--- config.mk ---
export PLATFORM = sky130hd
export DESIGN_NAME = pcaw_regs
export DESIGN_NICKNAME = d
export VERILOG_FILES = /design/src/pcaw_pkg.sv /design/src/pcaw_regs.sv /design/src/pcaw_prescaler.sv /design/src/pcaw_wake_counter.sv
export SDC_FILE = /design/constraint.sdc
export NUM_CORES = 1
export LEC_CHECK = 0
export ABC_AREA = 1
export ABC_CLOCK_PERIOD_IN_PS = 4400
export BUFFER_PORTS_ARGS = -buffer_cell sky130_fd_sc_hd__buf_2
export CORE_MARGIN = 5
export CORE_UTILIZATION = 25
export DETAILED_ROUTE_END_ITERATION = 12
export RECOVER_POWER = 25
export SETUP_SLACK_MARGIN = 0.4
export SLEW_MARGIN = 20
export SYNTH_ARGS = -nofsm -noshare
export SYNTH_HDL_FRONTEND = slang
export SYNTH_SLANG_ARGS = --single-unit
export TNS_END_PERCENT = 50
--- constraint.sdc ---
create_clock -name clk -period 4.4 [get_ports clk]
set_input_delay 0.22 -clock clk [delete_from_list [all_inputs] [get_ports clk]]
set_output_delay 0.22 -clock clk [all_outputs]
set_load 0.005 [all_outputs]
--- src/pcaw_pkg.sv ---
package pcaw_pkg;

    // Register bus
    localparam int ADDR_W = 8;
    localparam int DATA_W = 32;

    // Register byte offsets
    localparam logic [7:0] OFF_POWER_CONTROL = 8'h00;
    localparam logic [7:0] OFF_POWER_STATUS = 8'h04;
    localparam logic [7:0] OFF_WAKEUP_CONTROL = 8'h08;
    localparam logic [7:0] OFF_WAKEUP_WINDOW = 8'h0c;
    localparam logic [7:0] OFF_WAKEUP_PRESCALE = 8'h10;
    localparam logic [7:0] OFF_EVENT_STATUS = 8'h14;
    localparam logic [7:0] OFF_EVENT_MASK = 8'h18;

    // Field positions
    localparam int THRESH_MSB = 7;
    localparam int THRESH_LSB = 5;
    localparam int MON_EN_BIT = 4;
    localparam int STANDBY_BIT = 1;
    localparam int BELOW_FLAG_BIT = 2;
    localparam int AWU_EN_BIT = 1;
    localparam int WINDOW_MSB = 5;
    localparam int PSC_MSB = 3;
    localparam int EVT_SUPPLY_BIT = 0;
    localparam int EVT_WAKE_BIT = 1;

    // Widths
    localparam int THRESH_W = 3;
    localparam int WINDOW_W = 6;
    localparam int CNT_W = 7;
    localparam int PSC_W = 4;
    localparam int DIV_W = 16;
    localparam int EVT_W = 2;

    // Reset values
    localparam logic [2:0] THRESH_RST = 3'h0;
    localparam logic [5:0] WINDOW_RST = 6'h3f;
    localparam logic [3:0] PSC_RST = 4'h0;
    localparam logic [1:0] EVT_RST = 2'h0;

    // Low-speed time base and event line routing
    localparam int LSI_FREQ_KHZ = 128;
    localparam int SUPPLY_EVENT_LINE = 8;
    localparam int WAKE_EVENT_LINE = 9;

    // Division ratio for each prescale code
    function automatic logic [15:0] pcaw_div_ratio(input logic [3:0] sel);
        logic [15:0] r;
        r = 16'h0001;
        case (sel)
            4'h0: r = 16'h0001;
            4'h1: r = 16'h0001;
            4'h2: r = 16'h0002;
            4'h3: r = 16'h0004;
            4'h4: r = 16'h0008;
            4'h5: r = 16'h0010;
            4'h6: r = 16'h0020;
            4'h7: r = 16'h0040;
            4'h8: r = 16'h0080;
            4'h9: r = 16'h0100;
            4'ha: r = 16'h0200;
            4'hb: r = 16'h0400;
            4'hc: r = 16'h0800;
            4'hd: r = 16'h1000;
            4'he: r = 16'h2800;
            4'hf: r = 16'hf000;
            default: r = 16'h0001;
        endcase
        return r;
    endfunction : pcaw_div_ratio

    // Effective window is the programmed field plus one
    function automatic logic [6:0] pcaw_eff_window(input logic [5:0] w);
        return {1'b0, w} + 7'h01;
    endfunction : pcaw_eff_window

endpackage : pcaw_pkg

--- src/pcaw_regs.sv ---
// Strobed register access was left to the implementer.
`timescale 1ns/100ps
module pcaw_regs (
    input wire logic clk,
    input wire logic sys_rst,
    input wire logic [7:0] bus_addr,
    input wire logic [31:0] bus_wdata,
    input wire logic bus_wr,
    input wire logic bus_rd,
    output logic [31:0] bus_rdata,
    input wire logic lsi_tick,
    input wire logic supply_below_raw,
    output logic [2:0] detector_threshold_select,
    output logic supply_monitor_enable,
    output logic deep_sleep_standby_select,
    output logic supply_event_out,
    output logic wake_event_out,
    output logic irq
);

    logic [2:0] thresh_reg;
    logic [2:0] thresh_next;
    logic mon_en_reg;
    logic mon_en_next;
    logic standby_reg;
    logic standby_next;
    logic awu_en_reg;
    logic awu_en_next;
    logic [5:0] window_reg;
    logic [5:0] window_next;
    logic [3:0] psc_reg;
    logic [3:0] psc_next;
    logic [1:0] evt_status_reg;
    logic [1:0] evt_status_next;
    logic [1:0] evt_mask_reg;
    logic [1:0] evt_mask_next;
    logic [31:0] rdata_reg;
    logic [31:0] rdata_next;
    logic below_reg;
    logic det_prev_reg;
    logic det_now;
    logic crossing;
    logic [1:0] evt_set;
    logic [1:0] evt_clr;
    logic [31:0] rd_value;
    logic count_tick;
    logic [6:0] count_value;
    logic wake_pulse;

    pcaw_prescaler u_prescaler (
        .clk(clk),
        .sys_rst(sys_rst),
        .run(awu_en_reg),
        .lsi_tick(lsi_tick),
        .prescale_select(psc_reg),
        .count_tick(count_tick)
    );

    pcaw_wake_counter u_counter (
        .clk(clk),
        .sys_rst(sys_rst),
        .run(awu_en_reg),
        .count_tick(count_tick),
        .window_value(window_reg),
        .count_value(count_value),
        .wake_pulse(wake_pulse)
    );

    // Detector output and crossing detection
    always_comb
    begin
        det_now = mon_en_reg & below_reg;
        crossing = det_now ^ det_prev_reg;
        evt_set = 2'h0;
        evt_set[pcaw_pkg::EVT_SUPPLY_BIT] = crossing;
        evt_set[pcaw_pkg::EVT_WAKE_BIT] = wake_pulse;
    end

    // Register writes
    always_comb
    begin
        thresh_next = thresh_reg;
        mon_en_next = mon_en_reg;
        standby_next = standby_reg;
        awu_en_next = awu_en_reg;
        window_next = window_reg;
        psc_next = psc_reg;
        evt_mask_next = evt_mask_reg;
        evt_clr = 2'h0;
        if (bus_wr)
        begin
            case (bus_addr)
                pcaw_pkg::OFF_POWER_CONTROL:
                begin
                    thresh_next = bus_wdata[pcaw_pkg::THRESH_MSB:pcaw_pkg::THRESH_LSB];
                    mon_en_next = bus_wdata[pcaw_pkg::MON_EN_BIT];
                    standby_next = bus_wdata[pcaw_pkg::STANDBY_BIT];
                end
                pcaw_pkg::OFF_WAKEUP_CONTROL:
                begin
                    awu_en_next = bus_wdata[pcaw_pkg::AWU_EN_BIT];
                end
                pcaw_pkg::OFF_WAKEUP_WINDOW:
                begin
                    window_next = bus_wdata[pcaw_pkg::WINDOW_MSB:0];
                end
                pcaw_pkg::OFF_WAKEUP_PRESCALE:
                begin
                    psc_next = bus_wdata[pcaw_pkg::PSC_MSB:0];
                end
                pcaw_pkg::OFF_EVENT_STATUS:
                begin
                    evt_clr = bus_wdata[pcaw_pkg::EVT_W-1:0];
                end
                pcaw_pkg::OFF_EVENT_MASK:
                begin
                    evt_mask_next = bus_wdata[pcaw_pkg::EVT_W-1:0];
                end
                default:
                begin
                    evt_clr = 2'h0;
                end
            endcase
        end
        // Set wins over a simultaneous clear
        evt_status_next = (evt_status_reg & ~evt_clr) | evt_set;
    end

    // Read mux, reserved bits zero
    always_comb
    begin
        rd_value = 32'h0000_0000;
        case (bus_addr)
            pcaw_pkg::OFF_POWER_CONTROL:
            begin
                rd_value[pcaw_pkg::THRESH_MSB:pcaw_pkg::THRESH_LSB] = thresh_reg;
                rd_value[pcaw_pkg::MON_EN_BIT] = mon_en_reg;
                rd_value[pcaw_pkg::STANDBY_BIT] = standby_reg;
            end
            pcaw_pkg::OFF_POWER_STATUS:
            begin
                rd_value[pcaw_pkg::BELOW_FLAG_BIT] = below_reg;
            end
            pcaw_pkg::OFF_WAKEUP_CONTROL:
            begin
                rd_value[pcaw_pkg::AWU_EN_BIT] = awu_en_reg;
            end
            pcaw_pkg::OFF_WAKEUP_WINDOW:
            begin
                rd_value[pcaw_pkg::WINDOW_MSB:0] = window_reg;
            end
            pcaw_pkg::OFF_WAKEUP_PRESCALE:
            begin
                rd_value[pcaw_pkg::PSC_MSB:0] = psc_reg;
            end
            pcaw_pkg::OFF_EVENT_STATUS:
            begin
                rd_value[pcaw_pkg::EVT_W-1:0] = evt_status_reg;
            end
            pcaw_pkg::OFF_EVENT_MASK:
            begin
                rd_value[pcaw_pkg::EVT_W-1:0] = evt_mask_reg;
            end
            default:
            begin
                rd_value = 32'h0000_0000;
            end
        endcase
        rdata_next = bus_rd ? rd_value : 32'h0000_0000;
    end

    always_ff @(posedge clk)
    begin
        if (sys_rst)
        begin
            thresh_reg <= pcaw_pkg::THRESH_RST;
            mon_en_reg <= 1'b0;
            standby_reg <= 1'b0;
            awu_en_reg <= 1'b0;
            window_reg <= pcaw_pkg::WINDOW_RST;
            psc_reg <= pcaw_pkg::PSC_RST;
            evt_status_reg <= pcaw_pkg::EVT_RST;
            evt_mask_reg <= pcaw_pkg::EVT_RST;
            rdata_reg <= 32'h0000_0000;
            det_prev_reg <= 1'b0;
        end
        else
        begin
            thresh_reg <= thresh_next;
            mon_en_reg <= mon_en_next;
            standby_reg <= standby_next;
            awu_en_reg <= awu_en_next;
            window_reg <= window_next;
            psc_reg <= psc_next;
            evt_status_reg <= evt_status_next;
            evt_mask_reg <= evt_mask_next;
            rdata_reg <= rdata_next;
            det_prev_reg <= det_now;
        end
    end

    // Comparator sample, no reset value
    always_ff @(posedge clk)
    begin
        below_reg <= supply_below_raw;
    end

    assign bus_rdata = rdata_reg;
    assign detector_threshold_select = thresh_reg;
    assign supply_monitor_enable = mon_en_reg;
    assign deep_sleep_standby_select = standby_reg;
    assign supply_event_out = det_prev_reg;
    assign wake_event_out = wake_pulse;
    assign irq = |(evt_status_reg & evt_mask_reg);
endmodule : pcaw_regs

--- src/pcaw_prescaler.sv ---
`timescale 1ns/100ps
module pcaw_prescaler (
    input wire logic clk,
    input wire logic sys_rst,
    input wire logic run,
    input wire logic lsi_tick,
    input wire logic [3:0] prescale_select,
    output logic count_tick
);

    logic [15:0] div_cnt_reg;
    logic [15:0] div_cnt_next;
    logic count_tick_reg;
    logic count_tick_next;
    logic [15:0] ratio;

    // Divide low-speed ticks by the selected ratio
    always_comb
    begin
        ratio = pcaw_pkg::pcaw_div_ratio(prescale_select);
        div_cnt_next = div_cnt_reg;
        count_tick_next = 1'b0;
        if (!run)
        begin
            div_cnt_next = 16'h0000;
        end
        else if (lsi_tick)
        begin
            if (div_cnt_reg >= ratio - 16'h0001)
            begin
                div_cnt_next = 16'h0000;
                count_tick_next = 1'b1;
            end
            else
            begin
                div_cnt_next = div_cnt_reg + 16'h0001;
            end
        end
    end

    always_ff @(posedge clk)
    begin
        if (sys_rst)
        begin
            div_cnt_reg <= 16'h0000;
            count_tick_reg <= 1'b0;
        end
        else
        begin
            div_cnt_reg <= div_cnt_next;
            count_tick_reg <= count_tick_next;
        end
    end

    assign count_tick = count_tick_reg;
endmodule : pcaw_prescaler

--- src/pcaw_wake_counter.sv ---
`timescale 1ns/100ps
module pcaw_wake_counter (
    input wire logic clk,
    input wire logic sys_rst,
    input wire logic run,
    input wire logic count_tick,
    input wire logic [5:0] window_value,
    output logic [6:0] count_value,
    output logic wake_pulse
);

    logic [6:0] cnt_reg;
    logic [6:0] cnt_next;
    logic wake_reg;
    logic wake_next;
    logic [6:0] eff;
    logic [6:0] inc;

    // Up counter compared against the effective window
    always_comb
    begin
        eff = pcaw_pkg::pcaw_eff_window(window_value);
        inc = cnt_reg + 7'h01;
        cnt_next = cnt_reg;
        wake_next = 1'b0;
        if (!run)
        begin
            cnt_next = 7'h00;
        end
        else if (count_tick)
        begin
            if (inc >= eff)
            begin
                cnt_next = 7'h00;
                wake_next = 1'b1;
            end
            else
            begin
                cnt_next = inc;
            end
        end
    end

    always_ff @(posedge clk)
    begin
        if (sys_rst)
        begin
            cnt_reg <= 7'h00;
            wake_reg <= 1'b0;
        end
        else
        begin
            cnt_reg <= cnt_next;
            wake_reg <= wake_next;
        end
    end

    assign count_value = cnt_reg;
    assign wake_pulse = wake_reg;
endmodule : pcaw_wake_counter

# [Word level (Yosys, flattened, before mapping)]
# Memories as Yosys holds them, arrays and structs flattened. A register that Yosys moved wholly into a read port is not among the register bits.
# Cells that the tools add are included.
# W data, S select, Z words.
[totals] register_bits=79 romBits=256 out_inout_bits=40 elab_cells=66 ram_bits=0 latchBits=0 mem_count=1 inputBits=46
[mem_list] memory="(name not given)" words=16 width=16 read_ports=1 rd_clocked_by_memory_dff=1 write_ports=0 line="pcaw_pkg.sv:51" text="case (sel)"
[classes] mul=0 div=0 muxes=13 bitwise_logic=11 reduce_logical=12 shifts=0 add_sub_neg=4 n_lt_le_gt_ge=2 eq_ne=6
[ops] cell="$eq A8 B5 Y1 const B" n=3
[ops] cell="$add A16 B1 Y16 const B" n=1
[ops] cell="$eq A8 B4 Y1 const B" n=2
[ops] cell="$ge A16 B16 Y1" n=1
[ops] cell="$mux W16" n=1
[ops] cell="$sub A16 B1 Y16 const B" n=1
[ops] cell="$reduce_and A2 Y1" n=5
[ops] cell="$reduce_or A3 Y1" n=3
[ops] cell="$eq A8 B3 Y1 const B" n=1
[ops] cell="$logic_not A8 Y1" n=1
[ops] cell="$mux W4" n=2
[ops] cell="$add A6 B1 Y7 const B" n=1
[ops] cell="$add A7 B1 Y7 const B" n=1
[ops] cell="$ge A7 B7 Y1" n=1
[ops] cell="$mux W7" n=1
[ops] cell="$pmux W1 S6" n=1
[ops] cell="$reduce_or A2 Y1" n=3
[ops] cell="$not A1 Y1" n=5
[ops] cell="$and A2 B2 Y2" n=2
[ops] cell="$mux W2" n=2
[ops] cell="$pmux W1 S4" n=1
[ops] cell="$pmux W2 S2" n=1
[ops] cell="$pmux W1 S3" n=1
[ops] cell="$mux W1" n=2
[ops] cell="5 further kinds" n=5

# [Longest topological paths before layout]
[logic_depth] word_depth=6 depth_mapped=18 mapped_depth_nobuf=17

# [By module]
# From an unflattened synthesis, not the netlist that was laid out.
[unflattened] cells_unflattened=517 hier_area_um2=3683.5
[modules_own_cells] module="pcaw_regs" cells_per_inst=209 n_inst=1 seq_area_each_um2=600.6 area_each_um2=1587.8
[modules_own_cells] module="pcaw_prescaler" cells_per_inst=206 n_inst=1 seq_area_each_um2=340.3 area_each_um2=1411.4
[modules_own_cells] module="pcaw_wake_counter" cells_per_inst=102 n_inst=1 seq_area_each_um2=160.2 area_each_um2=684.4

# [Worst setup path after synthesis]
# Ideal clock, no wire load.
[synth_path] path_type="reg2reg" from="register, netlist name u_prescaler.ratio[0]" to="register u_prescaler.div_cnt_reg[6]" t_arrival_ps=2277 path_stages_with_launch=17 synth_period_minus_slack_ps=2394 n_path_buf=1 setup_time_ps=117 slack_ps=2006 t_required_ps=4283 path_cell_list="dfxtp_1 > inv_1 > ha_1 > nand4_1 > nor2_1 > nand4_1 > xnor2_1 > inv_1 > ha_1 > nand2_1 > nor3_1 > nand2_1 > nand2_1 > nand2_1 > nand2_1 > buf_2 > nor2_1"
[synth_via] elab_chain_cells=3
[synth_rtl] element="$sub A16 B1 Y16" line="pcaw_prescaler.sv:29" text="if (div_cnt_reg >= ratio - 16'h0001)"
[synth_rtl] element="$ge A16 B16 Y1" line="pcaw_prescaler.sv:29"
[synth_rtl] element="$mux W16" line="pcaw_prescaler.sv:29"
[synth_rtl] element="end signal, assigned" line="pcaw_prescaler.sv:50" text="div_cnt_reg <= div_cnt_next;"
[synth_rtl] element="end, declared" line="pcaw_prescaler.sv:11" text="logic [15:0] div_cnt_reg;"
# Every way passes these cells.
# A chain may end at the register's enable or synchronous reset.

# [Worst setup path after layout]
[layout_path] from="register, netlist name u_prescaler.ratio[0]" to="register u_prescaler.div_cnt_reg[12]"
[layout_via] elab_chain_cells=3
[layout_rtl] element="$sub A16 B1 Y16" line="pcaw_prescaler.sv:29"
[layout_rtl] element="$ge A16 B16 Y1" line="pcaw_prescaler.sv:29"
[layout_rtl] element="$mux W16" line="pcaw_prescaler.sv:29"
# Every way passes these cells.

==> metrics.yaml <==
status: "completed"
p_int_mw: 1.11
synth_cell_types: 34
wirelength_mm: 8.12
p_per_area_nw_per_um2: 306
hold_viol_final: 0
synth_common_cells: "104 x nand2_1, 73 x inv_1, 72 x nor2_1"
vdd_drop_max_mv: 0.172
port_buffers: 37
die_area_sq_um: 18500
antenna_found_initial: 0
arrival_ns: 3.00
layout-drive-gt1-share_pct: 10.1
synth_seq_area_share_pct: 35.3
grt_pass1_wl_mm: 13.8
p_total_mw: 1.40
min_from: "sys_rst"
worstHoldPathType: "in2reg"
placed_area_sq_um: 4300
vias: 3220
die-height_um: 136
postRouteAntennaNets: 0
end_kind: "flip-flop"
ys.flop_type: "dfxtp_1"
grt.total_usage_pct: 9.23
synth_top_area_cell: "dfxtp_1"
io_pins: 86
yosys_register_bits: 70
synth_most_common_cell: "nand2_1"
grt_pass1_vias: 3029
cp-startpoint: "u_prescaler.ratio[0]"
synth.area.top_cells: "dfxtp_1 35%, nand2_1 9.8%, ha_1 8.5%"
relSlewSlack_pct: 51.4
crit_path_max_incr_delay_ns: 0.43
dr_wl_met3_um: 505
cp-start-kind: "flip-flop"
rsz0062_at_grt: "no"
setup_violations: 0
grt_overflow: 0
topRoutingLayerUsed: "met4"
dp_slack_ns: 1.53
largest_reg_flops: 16
via_per_inst: 4.01
die_w_um: 136
layout.nets: 657
cts_made_buffers: 9
start_util_pct: 25.3
setup_slack_ns: 1.60
critPathMaxFanout: 16
timing.fmax_mhz: 357
tns_ns: 0
cp_slowest_cell: "nand2_1"
grt_max_degree: 25
slew_viol_final: 0
met2_length_mm: 3.54
synth_top_cell_area_share_pct: 35.3
cts.clk_slew.worst_paths_ns: 0.05
wl_per_cell_um: 10.1
cts_tree: "done"
yosysWarnings: 0
synthArstFlopShare_pct: 0
syn2layout_area_growth_pct: 14.9
synth_cells: 542
netlist_area_sq_um: 3970
fin_worst_skew_ns: 0.00630
insertion_delay_ns: 0.33
maxCapViolCount: 0
cts.sinks: 70
cp_common_cell: "nand2_1"
p_comb_share_pct: 3.2
row_count: 46
synth.avg_cell_area_sq_um: 7.33
final_core_util_pct: 29.0
cts_root_buf: "clkbuf_16"
dp_hpwl_mm: 6.34
drt_iter0_drc: 153
path_class: "reg2reg"
required_ns: 4.60
seqPwrFrac_pct: 45.5
cp_num_buf_inv: 2
clockPowerShare_pct: 51.3
critical_path.top_delay_family: "simple AND/OR/NAND/NOR gates"
path_cells: "inv_1 -> ha_1 -> nand4_1 -> nor2_1 -> nand4_1 -> xnor2_1 -> inv_1 -> ha_1 -> nand2_1 -> nor3_1 -> nand2_1 -> nand2_1 -> nand2_1 -> nand2_1 -> nor2_1"
post_cts_buffers: 0
r2r_start: "u_prescaler.ratio[0]"
ctsHtreeMaxLevel: 3
drt_first_pass_iters: 4
synth-edff-count: 0
drc: 0
clk_path_buf_depth: 2
fin_crit_sh_pct: 63.7
gp_congestion: 0.831
leakagePower_nw: 2.04
fin_crit_ns: 2.80
stdcell_area_sq_um: 4560
p_sw_share_pct: 20.3
switching_power_uw: 284
worst_slew_pin_slew_ns: 0.729
antenna_cells: 0
wl_met1_mm: 3.98
coreArea_sq_um: 15700
==> path summary, 6_finish.rpt <==
kind	to	depth (start not counted)	slack [ns]
max	u_prescaler.div_cnt_reg[12]	15	1.60
min	evt_status_reg[0]	2	0.12
max reg2reg	u_prescaler.div_cnt_reg[12]	15	1.60
min reg2reg	bus_rdata[7]	2	0.46
==> what timing repair did <==
| action | CTS | global route |
|---|---|---|
| hold buffers | 1 | 0 |
| resized for setup | 0 | 0 |
| hold endpoints to repair | 1 | 0 |
==> final cells by class <==
class	count	area, sq um
Inverter	77	289
Multi-Input combinational cell	388	2130
Clock inverter	1	30.0
Fill cell	1725	11100
Tap cell	216	270
Clock buffer	13	260
Sequential cell	70	1400
Timing Repair Buffer	38	183
==> placed cells by master, fill, tap and decap left out, types with 10 or more instances in the layout <==
cell type	n
nand4_1	10
o21ai_0	19
nand3_1	25
xor2_1	22
clkbuf_1	12
conb_1	24
a21oi_1	25
nor2_1	75
nor3_1	10
nand2_1	104
ha_1	27
inv_1	73
xnor2_1	10
dfxtp_1	70
buf_2	27
==> worst reg2reg max path, cell delays in order (launching register included) <==
cell     delay [ns]
dfxtp_1        0.29
inv_1          0.10
ha_1           0.22
nand4_1        0.20
nor2_1         0.26
nand4_1        0.14
xnor2_1        0.15
inv_1          0.06
ha_1           0.27
nand2_1        0.07
nor3_1         0.18
nand2_1        0.07
nand2_1        0.05
nand2_1        0.10
nand2_1        0.43
nor2_1         0.08
==> per-stage QoR <==
step	hold WS, ns	cells
floorplan	0.248	565
global placement	0.328	788
detailed placement	0.328	788
CTS	0.105	803
global route	0.123	803
finish	0.118	803
==> cells by family (layout without fill, tap and decap cells) <==
| kind of cell | after synthesis | count (layout) | synth area share, % |
|---|---|---|---|
| AND/OR/NAND/NOR | 246 | 246 | 28.1 |
| buffers and inverters | 107 | 129 | 12.6 |
| flip-flops | 70 | 70 | 35.3 |
| AO/OA/AOI/OAI | 58 | 58 | 8.13 |
| XOR/XNOR | 32 | 32 | 7.06 |
| adder cells (fa/ha/maj) | 27 | 27 | 8.51 |
| other | 1 | 24 | 0.0944 |
| multiplexers | 1 | 1 | 0.252 |
==> power groups by stage <==
stage,clock network [mW],logic [mW],registers [mW]
5_1_grt,0.767,0.0521,0.635
3_3_place_gp,0,0.0460,0.649
3_5_place_dp,0,0.0460,0.649
6_report,0.716,0.0453,0.636
4_1_cts,0.732,0.0468,0.636
2_1_floorplan,0,0.0438,0.649
==> per-layer routing <==
| layer | up-vias | track usage [%] |
|---|---|---|
| met1 | 1389 | 12.0 |
| met3 | 10 | 3.33 |
| met5 | - | 0 |
| met2 | 63 | 14.4 |
| met4 | 0 | 2.74 |
| li1 | 1758 | - |
(Power assumes the default switching activity.)
